## config.mk

```make
export PLATFORM = sky130hd
export DESIGN_NAME = iswd_status
export DESIGN_NICKNAME = d
export VERILOG_FILES = /design/src/logic/iswd_pkg.sv /design/src/logic/iswd_flag.sv /design/src/logic/iswd_status.sv
export SDC_FILE = /design/constraint.sdc
export NUM_CORES = 1
export LEC_CHECK = 0
export BUFFER_PORTS_ARGS = -buffer_cell sky130_fd_sc_hd__clkbuf_2
export CORE_MARGIN = 4
export CORE_UTILIZATION = 47
export CTS_BUF_LIST = sky130_fd_sc_hd__clkbuf_2
export DETAILED_ROUTE_END_ITERATION = 10
export HOLD_SLACK_MARGIN = 0.03
export PLACE_DENSITY = 0.87
export SETUP_SLACK_MARGIN = 0.02
export SYNTH_ARGS = -nofsm -noshare
export SYNTH_HDL_FRONTEND = slang
export SYNTH_SLANG_ARGS = --single-unit
```

## constraint.sdc

```tcl
create_clock -name sys_clk_i -period 2.3 [get_ports sys_clk_i]
set_clock_uncertainty 0.05 [all_clocks]
set_input_delay 0.115 -clock sys_clk_i [delete_from_list [all_inputs] [get_ports sys_clk_i]]
set_output_delay 0.115 -clock sys_clk_i [all_outputs]
set_load 0.05 [all_outputs]
```

## src/logic/iswd_pkg.sv

```systemverilog
// ==================================================================
// Shared constants
package iswd_pkg;
   // Status word layout
   localparam int unsigned ISWD_W        = 16;
   localparam int unsigned BIT_ERR       = 15;
   localparam int unsigned BIT_TIMEOUT   = 14;
   localparam int unsigned BIT_END       = 13;
   localparam int unsigned BIT_BUS_SRV   = 12;
   localparam int unsigned BIT_DEV_SRV   = 11;
   localparam int unsigned BIT_RSVD_HI   = 10;
   localparam int unsigned BIT_RSVD_LO   = 9;
   localparam int unsigned BIT_IO_IO_COMPLETE_FLAG   = 8;
   localparam int unsigned BIT_LOCKOUT   = 7;
   localparam int unsigned BIT_REMOTE    = 6;
   localparam int unsigned BIT_CTRL      = 5;
   localparam int unsigned BIT_ATTN      = 4;
   localparam int unsigned BIT_TALKER    = 3;
   localparam int unsigned BIT_LISTENER  = 2;
   localparam int unsigned BIT_TRIGGER   = 1;
   localparam int unsigned BIT_DEV_CLEAR = 0;
   // Value after reset, and word returned when the board cannot be reached
   localparam logic [15:0] STATUS_RST    = 16'h0000;
   localparam logic [15:0] STATUS_NO_BRD = 16'h8000;
   // Serial poll byte bit that flags a service request
   localparam int unsigned SPOLL_RQS_BIT = 6;
endpackage

```

## src/logic/iswd_flag.sv

```systemverilog
`timescale 1ns/10ps
// ==================================================================
// One sticky condition bit; a set in the same cycle as a clear wins
module iswd_flag (
   // Clock and reset
   input  wire logic sys_clk_i,
   input  wire logic reset_n_i,
   // Events
   input  wire logic set_i,
   input  wire logic clr_i,
   // State
   output logic      flag_o
);
   always_ff @(posedge sys_clk_i or negedge reset_n_i) begin
      if (!reset_n_i) begin
         flag_o <= 1'b0;
      end else if (set_i) begin
         flag_o <= 1'b1;
      end else if (clr_i) begin
         flag_o <= 1'b0;
      end
   end
endmodule

```

## src/logic/iswd_status.sv

```systemverilog
`timescale 1ns/10ps
// ==================================================================
// How it works
// - Sixteen-bit status word, fourteen meaningful bits, one means condition holds.
// - Error 15, timeout 14, end 13, bus service 12, device service 11, complete 8.
// - Lockout 7, remote 6, controller 5, attention 4, talk 3, listen 2, trigger 1, clear 0.
// - Device service only on device calls; bus-state bits only on board calls.
// - Error bit set after a failing call, cleared after a good one.
// - Timeout bit set on expired wait or transfer timeout, else cleared.
// - End bit set on end line or enabled end byte; cleared when I/O starts.
// - During shadow handshake any call may report an earlier end.
// - Bus service set when controller, request line up, auto poll off.
// - Device service set by poll byte bit 6; cleared by explicit poll.
// - Complete bit low while I/O runs, high once finished.
// - Lockout set on lockout message, cleared by remote enable release; blocks go-local.
// - Remote set when remote enable up and own listen address seen.
// - Remote cleared by enable release, go-to-local as listener, or unlocked local request.
// - Controller set by own interface clear as system controller, or control passed in.
// - Controller cleared by interface clear from system controller or passing control.
// - Attention bit follows the attention line.
// - Word refreshed after every call and returned as its result.
// - Talker set on own talk address; cleared on untalk, own listen, other talk, clear.
// - Listener set on own listen or shadow start; cleared on unlisten, talk, clear, plain release.
// - Unreachable board: every bit but error cleared.
module iswd_status
   import iswd_pkg::*;
(
   // Clock and reset
   input  wire logic        sys_clk_i,
   input  wire logic        reset_n_i,
   // Bus lines
   input  wire logic        atn_i,
   input  wire logic        srq_i,
   input  wire logic        ren_i,
   input  wire logic        ifc_i,
   // Decoded bus messages, one-cycle pulses
   input  wire logic        my_listen_i,
   input  wire logic        my_talk_i,
   input  wire logic        other_talk_i,
   input  wire logic        untalk_i,
   input  wire logic        unlisten_i,
   input  wire logic        lockout_msg_i,
   input  wire logic        go_local_msg_i,
   input  wire logic        trigger_msg_i,
   input  wire logic        dev_clear_msg_i,
   input  wire logic        sel_clear_msg_i,
   input  wire logic        take_ctrl_i,
   input  wire logic        end_msg_i,
   input  wire logic        eos_byte_i,
   // Board state and actions
   input  wire logic        sys_ctrl_i,
   input  wire logic        auto_poll_en_i,
   input  wire logic        eos_term_en_i,
   input  wire logic        send_interface_clear_routine_i,
   input  wire logic        pass_ctrl_i,
   input  wire logic        go_local_request_routine_i,
   input  wire logic        shadow_start_i,
   input  wire logic        release_plain_i,
   input  wire logic        io_start_i,
   input  wire logic        io_busy_i,
   input  wire logic        trig_ack_i,
   input  wire logic        clear_ack_i,
   // Serial poll result
   input  wire logic        spoll_done_i,
   input  wire logic        spoll_explicit_i,
   input  wire logic [7:0]  spoll_byte_i,
   // Call completion
   input  wire logic        call_done_i,
   input  wire logic        call_board_i,
   input  wire logic        call_error_i,
   input  wire logic        call_no_board_i,
   input  wire logic        call_timeout_i,
   // Status word
   output logic [15:0]      interface_status_word_o,
   output logic             status_valid_o
);
   // ===============================================================
   // Condition flags
   logic lockout_flag;
   logic remote_state_flag;
   logic controller_in_charge_flag;
   logic talker_addressed_flag;
   logic listener_addressed_flag;
   logic device_trigger_flag;
   logic device_clear_flag;
   logic end_flag;
   logic device_service_request_flag;
   logic bus_service_interrupt_flag;
   logic io_complete_flag;
   logic timeout_flag;
   logic error_flag;
   logic [15:0] next_word;

   // Hard to stay locked once remote enable is gone
   iswd_flag u_lockout (
      .sys_clk_i (sys_clk_i),
      .reset_n_i (reset_n_i),
      .set_i     (lockout_msg_i),
      .clr_i     (!ren_i),
      .flag_o    (lockout_flag)
   );

   iswd_flag u_remote (
      .sys_clk_i (sys_clk_i),
      .reset_n_i (reset_n_i),
      .set_i     (ren_i && my_listen_i),
      .clr_i     (!ren_i || (go_local_msg_i && listener_addressed_flag)
                  || (go_local_request_routine_i && !lockout_flag)),
      .flag_o    (remote_state_flag)
   );

   // Our own interface clear also shows on the line; the set wins over it
   iswd_flag u_ctrl (
      .sys_clk_i (sys_clk_i),
      .reset_n_i (reset_n_i),
      .set_i     ((send_interface_clear_routine_i && sys_ctrl_i)
                  || take_ctrl_i),
      .clr_i     (ifc_i || pass_ctrl_i),
      .flag_o    (controller_in_charge_flag)
   );

   iswd_flag u_talker (
      .sys_clk_i (sys_clk_i),
      .reset_n_i (reset_n_i),
      .set_i     (my_talk_i),
      .clr_i     (untalk_i || my_listen_i || other_talk_i || ifc_i),
      .flag_o    (talker_addressed_flag)
   );

   iswd_flag u_listener (
      .sys_clk_i (sys_clk_i),
      .reset_n_i (reset_n_i),
      .set_i     (my_listen_i || shadow_start_i),
      .clr_i     (unlisten_i || my_talk_i || ifc_i || release_plain_i),
      .flag_o    (listener_addressed_flag)
   );

   iswd_flag u_trigger (
      .sys_clk_i (sys_clk_i),
      .reset_n_i (reset_n_i),
      .set_i     (trigger_msg_i && listener_addressed_flag),
      .clr_i     (trig_ack_i),
      .flag_o    (device_trigger_flag)
   );

   iswd_flag u_dev_clear (
      .sys_clk_i (sys_clk_i),
      .reset_n_i (reset_n_i),
      .set_i     (dev_clear_msg_i || (sel_clear_msg_i && listener_addressed_flag)),
      .clr_i     (clear_ack_i),
      .flag_o    (device_clear_flag)
   );

   // Sticky until the next I/O starts, so a shadow handshake end is seen later
   iswd_flag u_end (
      .sys_clk_i (sys_clk_i),
      .reset_n_i (reset_n_i),
      .set_i     (end_msg_i || (eos_term_en_i && eos_byte_i)),
      .clr_i     (io_start_i),
      .flag_o    (end_flag)
   );

   iswd_flag u_dev_srv (
      .sys_clk_i (sys_clk_i),
      .reset_n_i (reset_n_i),
      .set_i     (spoll_done_i && !spoll_explicit_i
                  && spoll_byte_i[SPOLL_RQS_BIT]),
      .clr_i     (spoll_done_i && spoll_explicit_i),
      .flag_o    (device_service_request_flag)
   );

   // ===============================================================
   // Live conditions
   always_comb begin
      bus_service_interrupt_flag = controller_in_charge_flag && srq_i
                                   && !auto_poll_en_i;
      io_complete_flag           = !io_busy_i;
      timeout_flag               = call_timeout_i;
      error_flag                 = call_error_i || call_no_board_i;
   end

   // ===============================================================
   // Word assembly
   always_comb begin
      next_word = STATUS_RST;
      if (call_no_board_i) begin
         next_word = STATUS_NO_BRD;
      end else begin
         next_word[BIT_ERR]     = error_flag;
         next_word[BIT_TIMEOUT] = timeout_flag;
         next_word[BIT_END]     = end_flag;
         next_word[BIT_IO_IO_COMPLETE_FLAG] = io_complete_flag;
         next_word[BIT_RSVD_HI] = 1'b0;
         next_word[BIT_RSVD_LO] = 1'b0;
         if (call_board_i) begin
            next_word[BIT_BUS_SRV]   = bus_service_interrupt_flag;
            next_word[BIT_LOCKOUT]   = lockout_flag;
            next_word[BIT_REMOTE]    = remote_state_flag;
            next_word[BIT_CTRL]      = controller_in_charge_flag;
            next_word[BIT_ATTN]      = atn_i;
            next_word[BIT_TALKER]    = talker_addressed_flag;
            next_word[BIT_LISTENER]  = listener_addressed_flag;
            next_word[BIT_TRIGGER]   = device_trigger_flag;
            next_word[BIT_DEV_CLEAR] = device_clear_flag;
         end else begin
            next_word[BIT_DEV_SRV]   = device_service_request_flag;
         end
      end
   end

   // ===============================================================
   // Word register, refreshed once per call
   always_ff @(posedge sys_clk_i or negedge reset_n_i) begin
      if (!reset_n_i) begin
         interface_status_word_o <= STATUS_RST;
      end else if (call_done_i) begin
         interface_status_word_o <= next_word;
      end
   end

   always_ff @(posedge sys_clk_i or negedge reset_n_i) begin
      if (!reset_n_i) begin
         status_valid_o <= 1'b0;
      end else begin
         status_valid_o <= call_done_i;
      end
   end

   // ===============================================================
   // Checks
   a_err_after_call: assert property (@(posedge sys_clk_i) disable iff (!reset_n_i)
      call_done_i |=> interface_status_word_o[BIT_ERR]
         == ($past(call_error_i) || $past(call_no_board_i)))
      else $error("error bit does not match call outcome");

   a_no_board_word: assert property (@(posedge sys_clk_i) disable iff (!reset_n_i)
      call_done_i && call_no_board_i |=> interface_status_word_o == STATUS_NO_BRD)
      else $error("unreachable board word wrong");

   a_timeout_bit: assert property (@(posedge sys_clk_i) disable iff (!reset_n_i)
      call_done_i && !call_no_board_i
      |=> interface_status_word_o[BIT_TIMEOUT] == $past(call_timeout_i))
      else $error("timeout bit wrong");

   a_attn_tracks: assert property (@(posedge sys_clk_i) disable iff (!reset_n_i)
      call_done_i && call_board_i && !call_no_board_i
      |=> interface_status_word_o[BIT_ATTN] == $past(atn_i))
      else $error("attention bit does not follow line");

   a_device_hides: assert property (@(posedge sys_clk_i) disable iff (!reset_n_i)
      call_done_i && !call_board_i
      |=> interface_status_word_o[7:0] == 8'h00 && !interface_status_word_o[BIT_BUS_SRV])
      else $error("board bits leak into device word");

   a_reserved_zero: assert property (@(posedge sys_clk_i) disable iff (!reset_n_i)
      interface_status_word_o[10:9] == 2'b00)
      else $error("reserved bits not zero");

   a_lockout_drop: assert property (@(posedge sys_clk_i) disable iff (!reset_n_i)
      !ren_i && !lockout_msg_i |=> !lockout_flag)
      else $error("lockout held after remote enable release");

   a_remote_set: assert property (@(posedge sys_clk_i) disable iff (!reset_n_i)
      ren_i && my_listen_i |=> remote_state_flag)
      else $error("remote not set on own listen address");

   a_local_locked: assert property (@(posedge sys_clk_i) disable iff (!reset_n_i)
      remote_state_flag && lockout_flag && ren_i && go_local_request_routine_i
      && !go_local_msg_i |=> remote_state_flag)
      else $error("local request honoured under lockout");

   a_ctrl_take: assert property (@(posedge sys_clk_i) disable iff (!reset_n_i)
      take_ctrl_i || (send_interface_clear_routine_i && sys_ctrl_i)
      |=> controller_in_charge_flag)
      else $error("controller not taken");

   a_ctrl_pass: assert property (@(posedge sys_clk_i) disable iff (!reset_n_i)
      pass_ctrl_i && !take_ctrl_i && !send_interface_clear_routine_i
      |=> !controller_in_charge_flag)
      else $error("controller kept after passing");

   a_talk_drop: assert property (@(posedge sys_clk_i) disable iff (!reset_n_i)
      (untalk_i || other_talk_i || ifc_i) && !my_talk_i |=> !talker_addressed_flag)
      else $error("talker kept after untalk");

   a_listen_set: assert property (@(posedge sys_clk_i) disable iff (!reset_n_i)
      my_listen_i || shadow_start_i |=> listener_addressed_flag)
      else $error("listener not set");

   a_end_clear: assert property (@(posedge sys_clk_i) disable iff (!reset_n_i)
      io_start_i && !end_msg_i && !eos_byte_i |=> !end_flag)
      else $error("end bit survives I/O start");

   a_io_complete_flag_busy: assert property (@(posedge sys_clk_i) disable iff (!reset_n_i)
      call_done_i && !call_no_board_i
      |=> interface_status_word_o[BIT_IO_IO_COMPLETE_FLAG] == !$past(io_busy_i))
      else $error("complete bit wrong");

   a_srv_request: assert property (@(posedge sys_clk_i) disable iff (!reset_n_i)
      call_done_i && call_board_i && !call_no_board_i
      |=> interface_status_word_o[BIT_BUS_SRV] == $past(bus_service_interrupt_flag))
      else $error("bus service bit wrong");

   a_poll_clears: assert property (@(posedge sys_clk_i) disable iff (!reset_n_i)
      spoll_done_i && spoll_explicit_i |=> !device_service_request_flag)
      else $error("explicit poll left service request");

   a_lockout_set: assert property (@(posedge sys_clk_i) disable iff (!reset_n_i)
      lockout_msg_i |=> lockout_flag)
      else $error("lockout not set by lockout message");

   a_remote_drop: assert property (@(posedge sys_clk_i) disable iff (!reset_n_i)
      !ren_i |=> !remote_state_flag)
      else $error("remote kept without remote enable");

   a_talk_set: assert property (@(posedge sys_clk_i) disable iff (!reset_n_i)
      my_talk_i |=> talker_addressed_flag)
      else $error("talker not set on own talk address");

   a_listen_drop: assert property (@(posedge sys_clk_i) disable iff (!reset_n_i)
      (unlisten_i || my_talk_i || ifc_i || release_plain_i) && !my_listen_i && !shadow_start_i
      |=> !listener_addressed_flag)
      else $error("listener kept after unlisten");

   a_end_set: assert property (@(posedge sys_clk_i) disable iff (!reset_n_i)
      end_msg_i || (eos_term_en_i && eos_byte_i) |=> end_flag)
      else $error("end bit not set by end condition");

   a_poll_sets: assert property (@(posedge sys_clk_i) disable iff (!reset_n_i)
      spoll_done_i && !spoll_explicit_i && spoll_byte_i[SPOLL_RQS_BIT]
      |=> device_service_request_flag)
      else $error("service request not taken from poll");

   a_dev_srv_bit: assert property (@(posedge sys_clk_i) disable iff (!reset_n_i)
      call_done_i && !call_board_i && !call_no_board_i
      |=> interface_status_word_o[BIT_DEV_SRV] == $past(device_service_request_flag))
      else $error("device service bit wrong");

   a_ctrl_ifc: assert property (@(posedge sys_clk_i) disable iff (!reset_n_i)
      ifc_i && !take_ctrl_i && !(send_interface_clear_routine_i && sys_ctrl_i)
      |=> !controller_in_charge_flag)
      else $error("controller kept after interface clear");

   a_srv_drop: assert property (@(posedge sys_clk_i) disable iff (!reset_n_i)
      call_done_i && call_board_i && !call_no_board_i && !(controller_in_charge_flag && srq_i)
      |=> !interface_status_word_o[BIT_BUS_SRV])
      else $error("bus service bit set without request");

   a_valid_pulse: assert property (@(posedge sys_clk_i) disable iff (!reset_n_i)
      call_done_i |=> status_valid_o)
      else $error("no valid pulse after call");

   a_word_holds: assert property (@(posedge sys_clk_i) disable iff (!reset_n_i)
      !call_done_i |=> $stable(interface_status_word_o))
      else $error("status word changed without a call");
endmodule

```

After elaboration in Yosys (flattened, before gate mapping)
Cells that the tools add are included.

storage, ports and cells
  flip-flop bits (word level) = 26
  latch bits = 0
  memories = 0
  input bits = 46
  ROM bits = 0
  RAM bits = 0

cells by class
  divide/modulo/power cells = 0
  bitwise operators = 0
  $lt $le $gt $ge = 0
  reduce and logical (&&, ||, !) cells = 39
  muxes and demuxes = 22
  add/sub/neg operators = 0
  equal/unequal tests = 1
  multiply operators = 0
  shift-type cells = 0

operator list
  cell                                            count
  2-to-1 mux 1 bit                                20
  2-to-1 mux 16 bit                               1
  nonzero test 2 bit                              8
  logical OR 1 bit                                14
  logical AND 1 bit                               12
  2-to-1 mux 8 bit                                1
  logical NOT 1 bit                               5
  != test 2 x 1 -> 1 bit (second input constant)  1

Logic depth before layout (Yosys ltp)
  word-level depth = 5
  mapped depth = 4
  depth with buffers taken out = 3

Cells and area by module
Synthesis repeated with hierarchy kept, for this count alone.

unflattened totals
  cell total of the unflattened synthesis = 107
  area, all modules = 1,089.8 µm²

modules (own cells, without submodules)
  module       times used  cells each  sequential area each (µm²)  area each (µm²)
  iswd_status  1           80          375.4                       763.2
  iswd_flag    9           3           25.0                        36.3

Worst setup path before layout
Ideal clock, no wire load.

  path type = register -> register
  start = register, netlist name interface_status_word_o[8]
  end = register interface_status_word_o[8]
  arrival time = 863 ps
  path buffers = 0
  cell stages (with the launch flop) = 2
  slack = 1,262 ps
  path through = dfrtp_1 mux2_2

RTL lines
  what                  RTL line            RTL
  to (signal assigned)  iswd_status.sv:217  interface_status_word_o <= next_word;
  to (decl)             iswd_status.sv:74   output logic [15:0] interface_status_word_o,

Final worst setup path
  start = input port call_board_i
  end = register interface_status_word_o[12]

on the way
  cells in the longest elaborated chain, start to end = 2

ends and longest elaborated chain
  what               RTL line            RTL
  from (decl)        iswd_status.sv:69   input wire logic call_board_i,
  2-to-1 mux 1 bit   iswd_status.sv:195  if (call_board_i) begin
  2-to-1 mux 16 bit  iswd_status.sv:186  if (call_no_board_i) begin

Every way passes these cells.
A chain may end at the register's enable or synchronous reset.

==> impl_metrics.csv <==
group,metric,value,unit
status,outcome,"finished clean",
final_layout,finalNonFillerCells,199,
sta,hold_violations,0,
yosys,synth_cell_types,25,
placement,placedCellCount,171,
global_route,grt_usage,19.91,%
global_route,grt_antenna_before_repair,0,
critical_path,crit_chain,"dlygate4sd3_1 > clkbuf_2 > nor2b_2 > nand2_2 > o32ai_2 > dlygate4sd3_1",
die,start_util,50.44,%
sta,slew_violations,0,
die,coreArea,0.002002,mm^2
yosys,ys_ff_latch,24,
routing,ant_nets,0,
sta,fin_crit,1.874,ns
power,p_total,840.8,uW
yosys,yosysWarnings,0,
critical_path,worst_setup_path_end_kind,"flop",
routing,vias,982,
yosys,postSynthAreaPerCell,10.52,um^2
sta,setup_violations,0,
global_route,grt_max_degree,29,
sta,tightest_slew,0.5798,ns
sta,relSlewSlack,61.35,%
routing,drc,0,
clock_network,clkSlewWorstSetupHoldPaths,0.19,ns
critical_path,worstPathMaxFanout,9,
routing,met3_length,141,um
critical_path,cp_top_family,"buffers and inverters",
routing,totalWireLength,2791,um
critical_path,cp_slowest_stage_delay,0.58,ns
critical_path,worst_setup_path_start_kind,"input pin",
critical_path,arrival,2.09,ns
sta,timing.final.crit_share,81.49,%
power,cellLeakagePower,0.7766,nW
placement,gp_congestion,0.6865,
sta,setup_tns,0,ns
routing,wl_per_cell,14.03,um
die,die_h,54.35,um
final_layout,fillers,128,
routing,maxUsedRoutingLayer,"met4",
final_layout,multi_input_area,299.0,um^2
global_route,gr-total-overflow,0,
power,peakVddDrop,0.0004050,V
yosys,ys_seq_area_share,59.48,%
clock_network,cts_buffer_depth,2,
routing,wl_met1,1035,um
critical_path,cp.buffers_inverters,3,
routing,wl_met2,1558,um
critical_path,cp.required,2.52,ns
sta,grt_setup_unrepaired,"no",
critical_path,cp_slowest_cell,"dlygate4sd3_1",
die,ioPinCount,63,
power,power_density,553.1,mW/mm^2
final_layout,most-common-layout-cells,"56 x clkbuf_2, 25 x dlygate4sd3_1, 24 x dfrtp_1",
yosys,syn_inst,96,
clock_network,h-tree-depth,1,
yosys,synth_area_leader_cell,"dfrtp_1",
clock_network,cts_sinks,24,
global_route,grt_pass1_vias,938,
final_layout,final_common_cell,"clkbuf_2",
die,dieArea,0.002954,mm^2
critical_path,crit_path_frequent_cell,"dlygate4sd3_1",
yosys,yosysTopAreaCellShare,59.48,%
routing,routed_via_density,4.935,
global_route,grt_pass1_wl,4146,um
final_layout,final_nets,220,
final_layout,drive_gt1_share,34.88,%
final_layout,fin_area,0.001520,mm^2
final_layout,syn2layout_area_growth,50.56,%
clock_network,root_buffer,"clkbuf_2",
run,cap_violations,0,
routing,dr.pass1.iters,4,
final_layout,register_area,600.6,um^2
placement,io_buffer_count,53,
die,rows,16,
routing,drtIter0Drc,20,
final_layout,num_antenna_cells,0,
die,die_w,54.35,um
sta,clock.fmax,533.5,MHz
clock_network,cts_tree,"done",
placement,dpl.hpwl,1798,um
critical_path,worstSetupPathType,"in -> reg",
clock_network,insertion_delay,0.32,ns
worst_hold_path,hold_path.class,"in -> reg",
clock_network,numCtsBuffers,3,
yosys,netlist_area,0.001010,mm^2
yosys,yosys-top-cells-area,"dfrtp_1 59%, o21ai_0 6.4%, inv_1 5.6%, nand3_1 4.0%, a21oi_1 2.5%",
placement,dpl-instance-area,0.001255,mm^2
## state kept, by name (all words and copies together) (netlist names)
name and count:
interface_status_word_o 14, u_trigger.flag_o 1, u_dev_srv.flag_o 1, u_ctrl.flag_o 1, u_dev_clear.flag_o 1, u_listener.flag_o 1, u_lockout.flag_o 1, u_talker.flag_o 1
status_valid_o 1, u_end.flag_o 1, u_remote.flag_o 1
## synthesized netlist by cell type (all sizes together)
cell type	instances
mux2	1
nor2b	2
a21o	2
conb	1
buf	6
a221o	1
dfrtp	24
nand3	8
o32ai	2
nand2b	1
a31oi	1
nor2	4
a211o	1
inv	15
nand2	5
a21oi	5
nor4	2
nand3b	2
o21ai	13
## power by group
part,internal [mW],switching (mW)
clock,0.0355,0.114
sequential,0.451,0.0189
combinational,0.0859,0.135
total,0.573,0.268
## layer usage
layer / track usage (%) / vias to the layer above
met1: 22.63 / 469
met4: 11.62 / 0
met3: 1.362 / 6
li1: - / 469
met2: 36.25 / 38
met5: 0 / -
## through the flow
step | util [%] | worst slack (ns) | hold WS (ns)
3_3_place_gp | 62.69 | 1.238 | 0.07882
5_1_grt | 75.94 | 0.4203 | 0.05585
4_1_cts | 75.94 | 0.5014 | 0.04014
6_report | 75.94 | 0.4257 | 0.04887
2_1_floorplan | - | 1.262 | -0.2306
3_5_place_dp | 62.69 | 1.197 | 0.08484
## worst min-delay path, delay by kind of cell
family / cells / cell delay, ns
AND/OR/NAND/NOR: 1 / 0.11
buffers and inverters: 1 / 0.11
AO/OA/AOI/OAI: 1 / 0.05
## cell families (layout without fill, tap and decap cells)
logic type,count (synthesis),in the layout,synth area share (%)
AOI/OAI and AO/OA,25,25,15.37
buffers and inverters,21,96,11.27
DFF,24,24,59.48
muxes,1,1,1.115
other,1,2,0.3714
and+or+nand+nor,24,24,12.39
## layout make-up
| class | count | area share [%] |
|---|---|---|
| Clock buffer | 3 | 0.9877 |
| Inverter | 15 | 3.704 |
| Multi-Input combinational cell | 52 | 19.67 |
| Sequential cell | 24 | 39.51 |
| Tap cell | 27 | 2.222 |
| Timing Repair Buffer | 78 | 33.91 |
## worst paths after layout
path	startpoint	to	slack, ns	cells past startpoint
worst max-delay path	call_board_i	interface_status_word_o[12]	0.43	6
worst min-delay path	my_listen_i	u_remote.flag_o	0.05	3
worst max register to register	u_ctrl.flag_o	u_ctrl.flag_o	0.84	2
worst min register to register	interface_status_word_o[13]	interface_status_word_o[13]	0.49	2
max in group asynchronous	reset_n_i	status_valid_o	1.58	2
min in group asynchronous	reset_n_i	interface_status_word_o[4]	0.23	2
## repair_timing
item / CTS / global route
endpoints found under the setup margin: 0 / 0
hold endpoints to repair: 38 / 0
resized for setup: 0 / 0
buffers inserted: 0 / 0
hold buffers: 25 / 0
(Power assumes the default switching activity.)
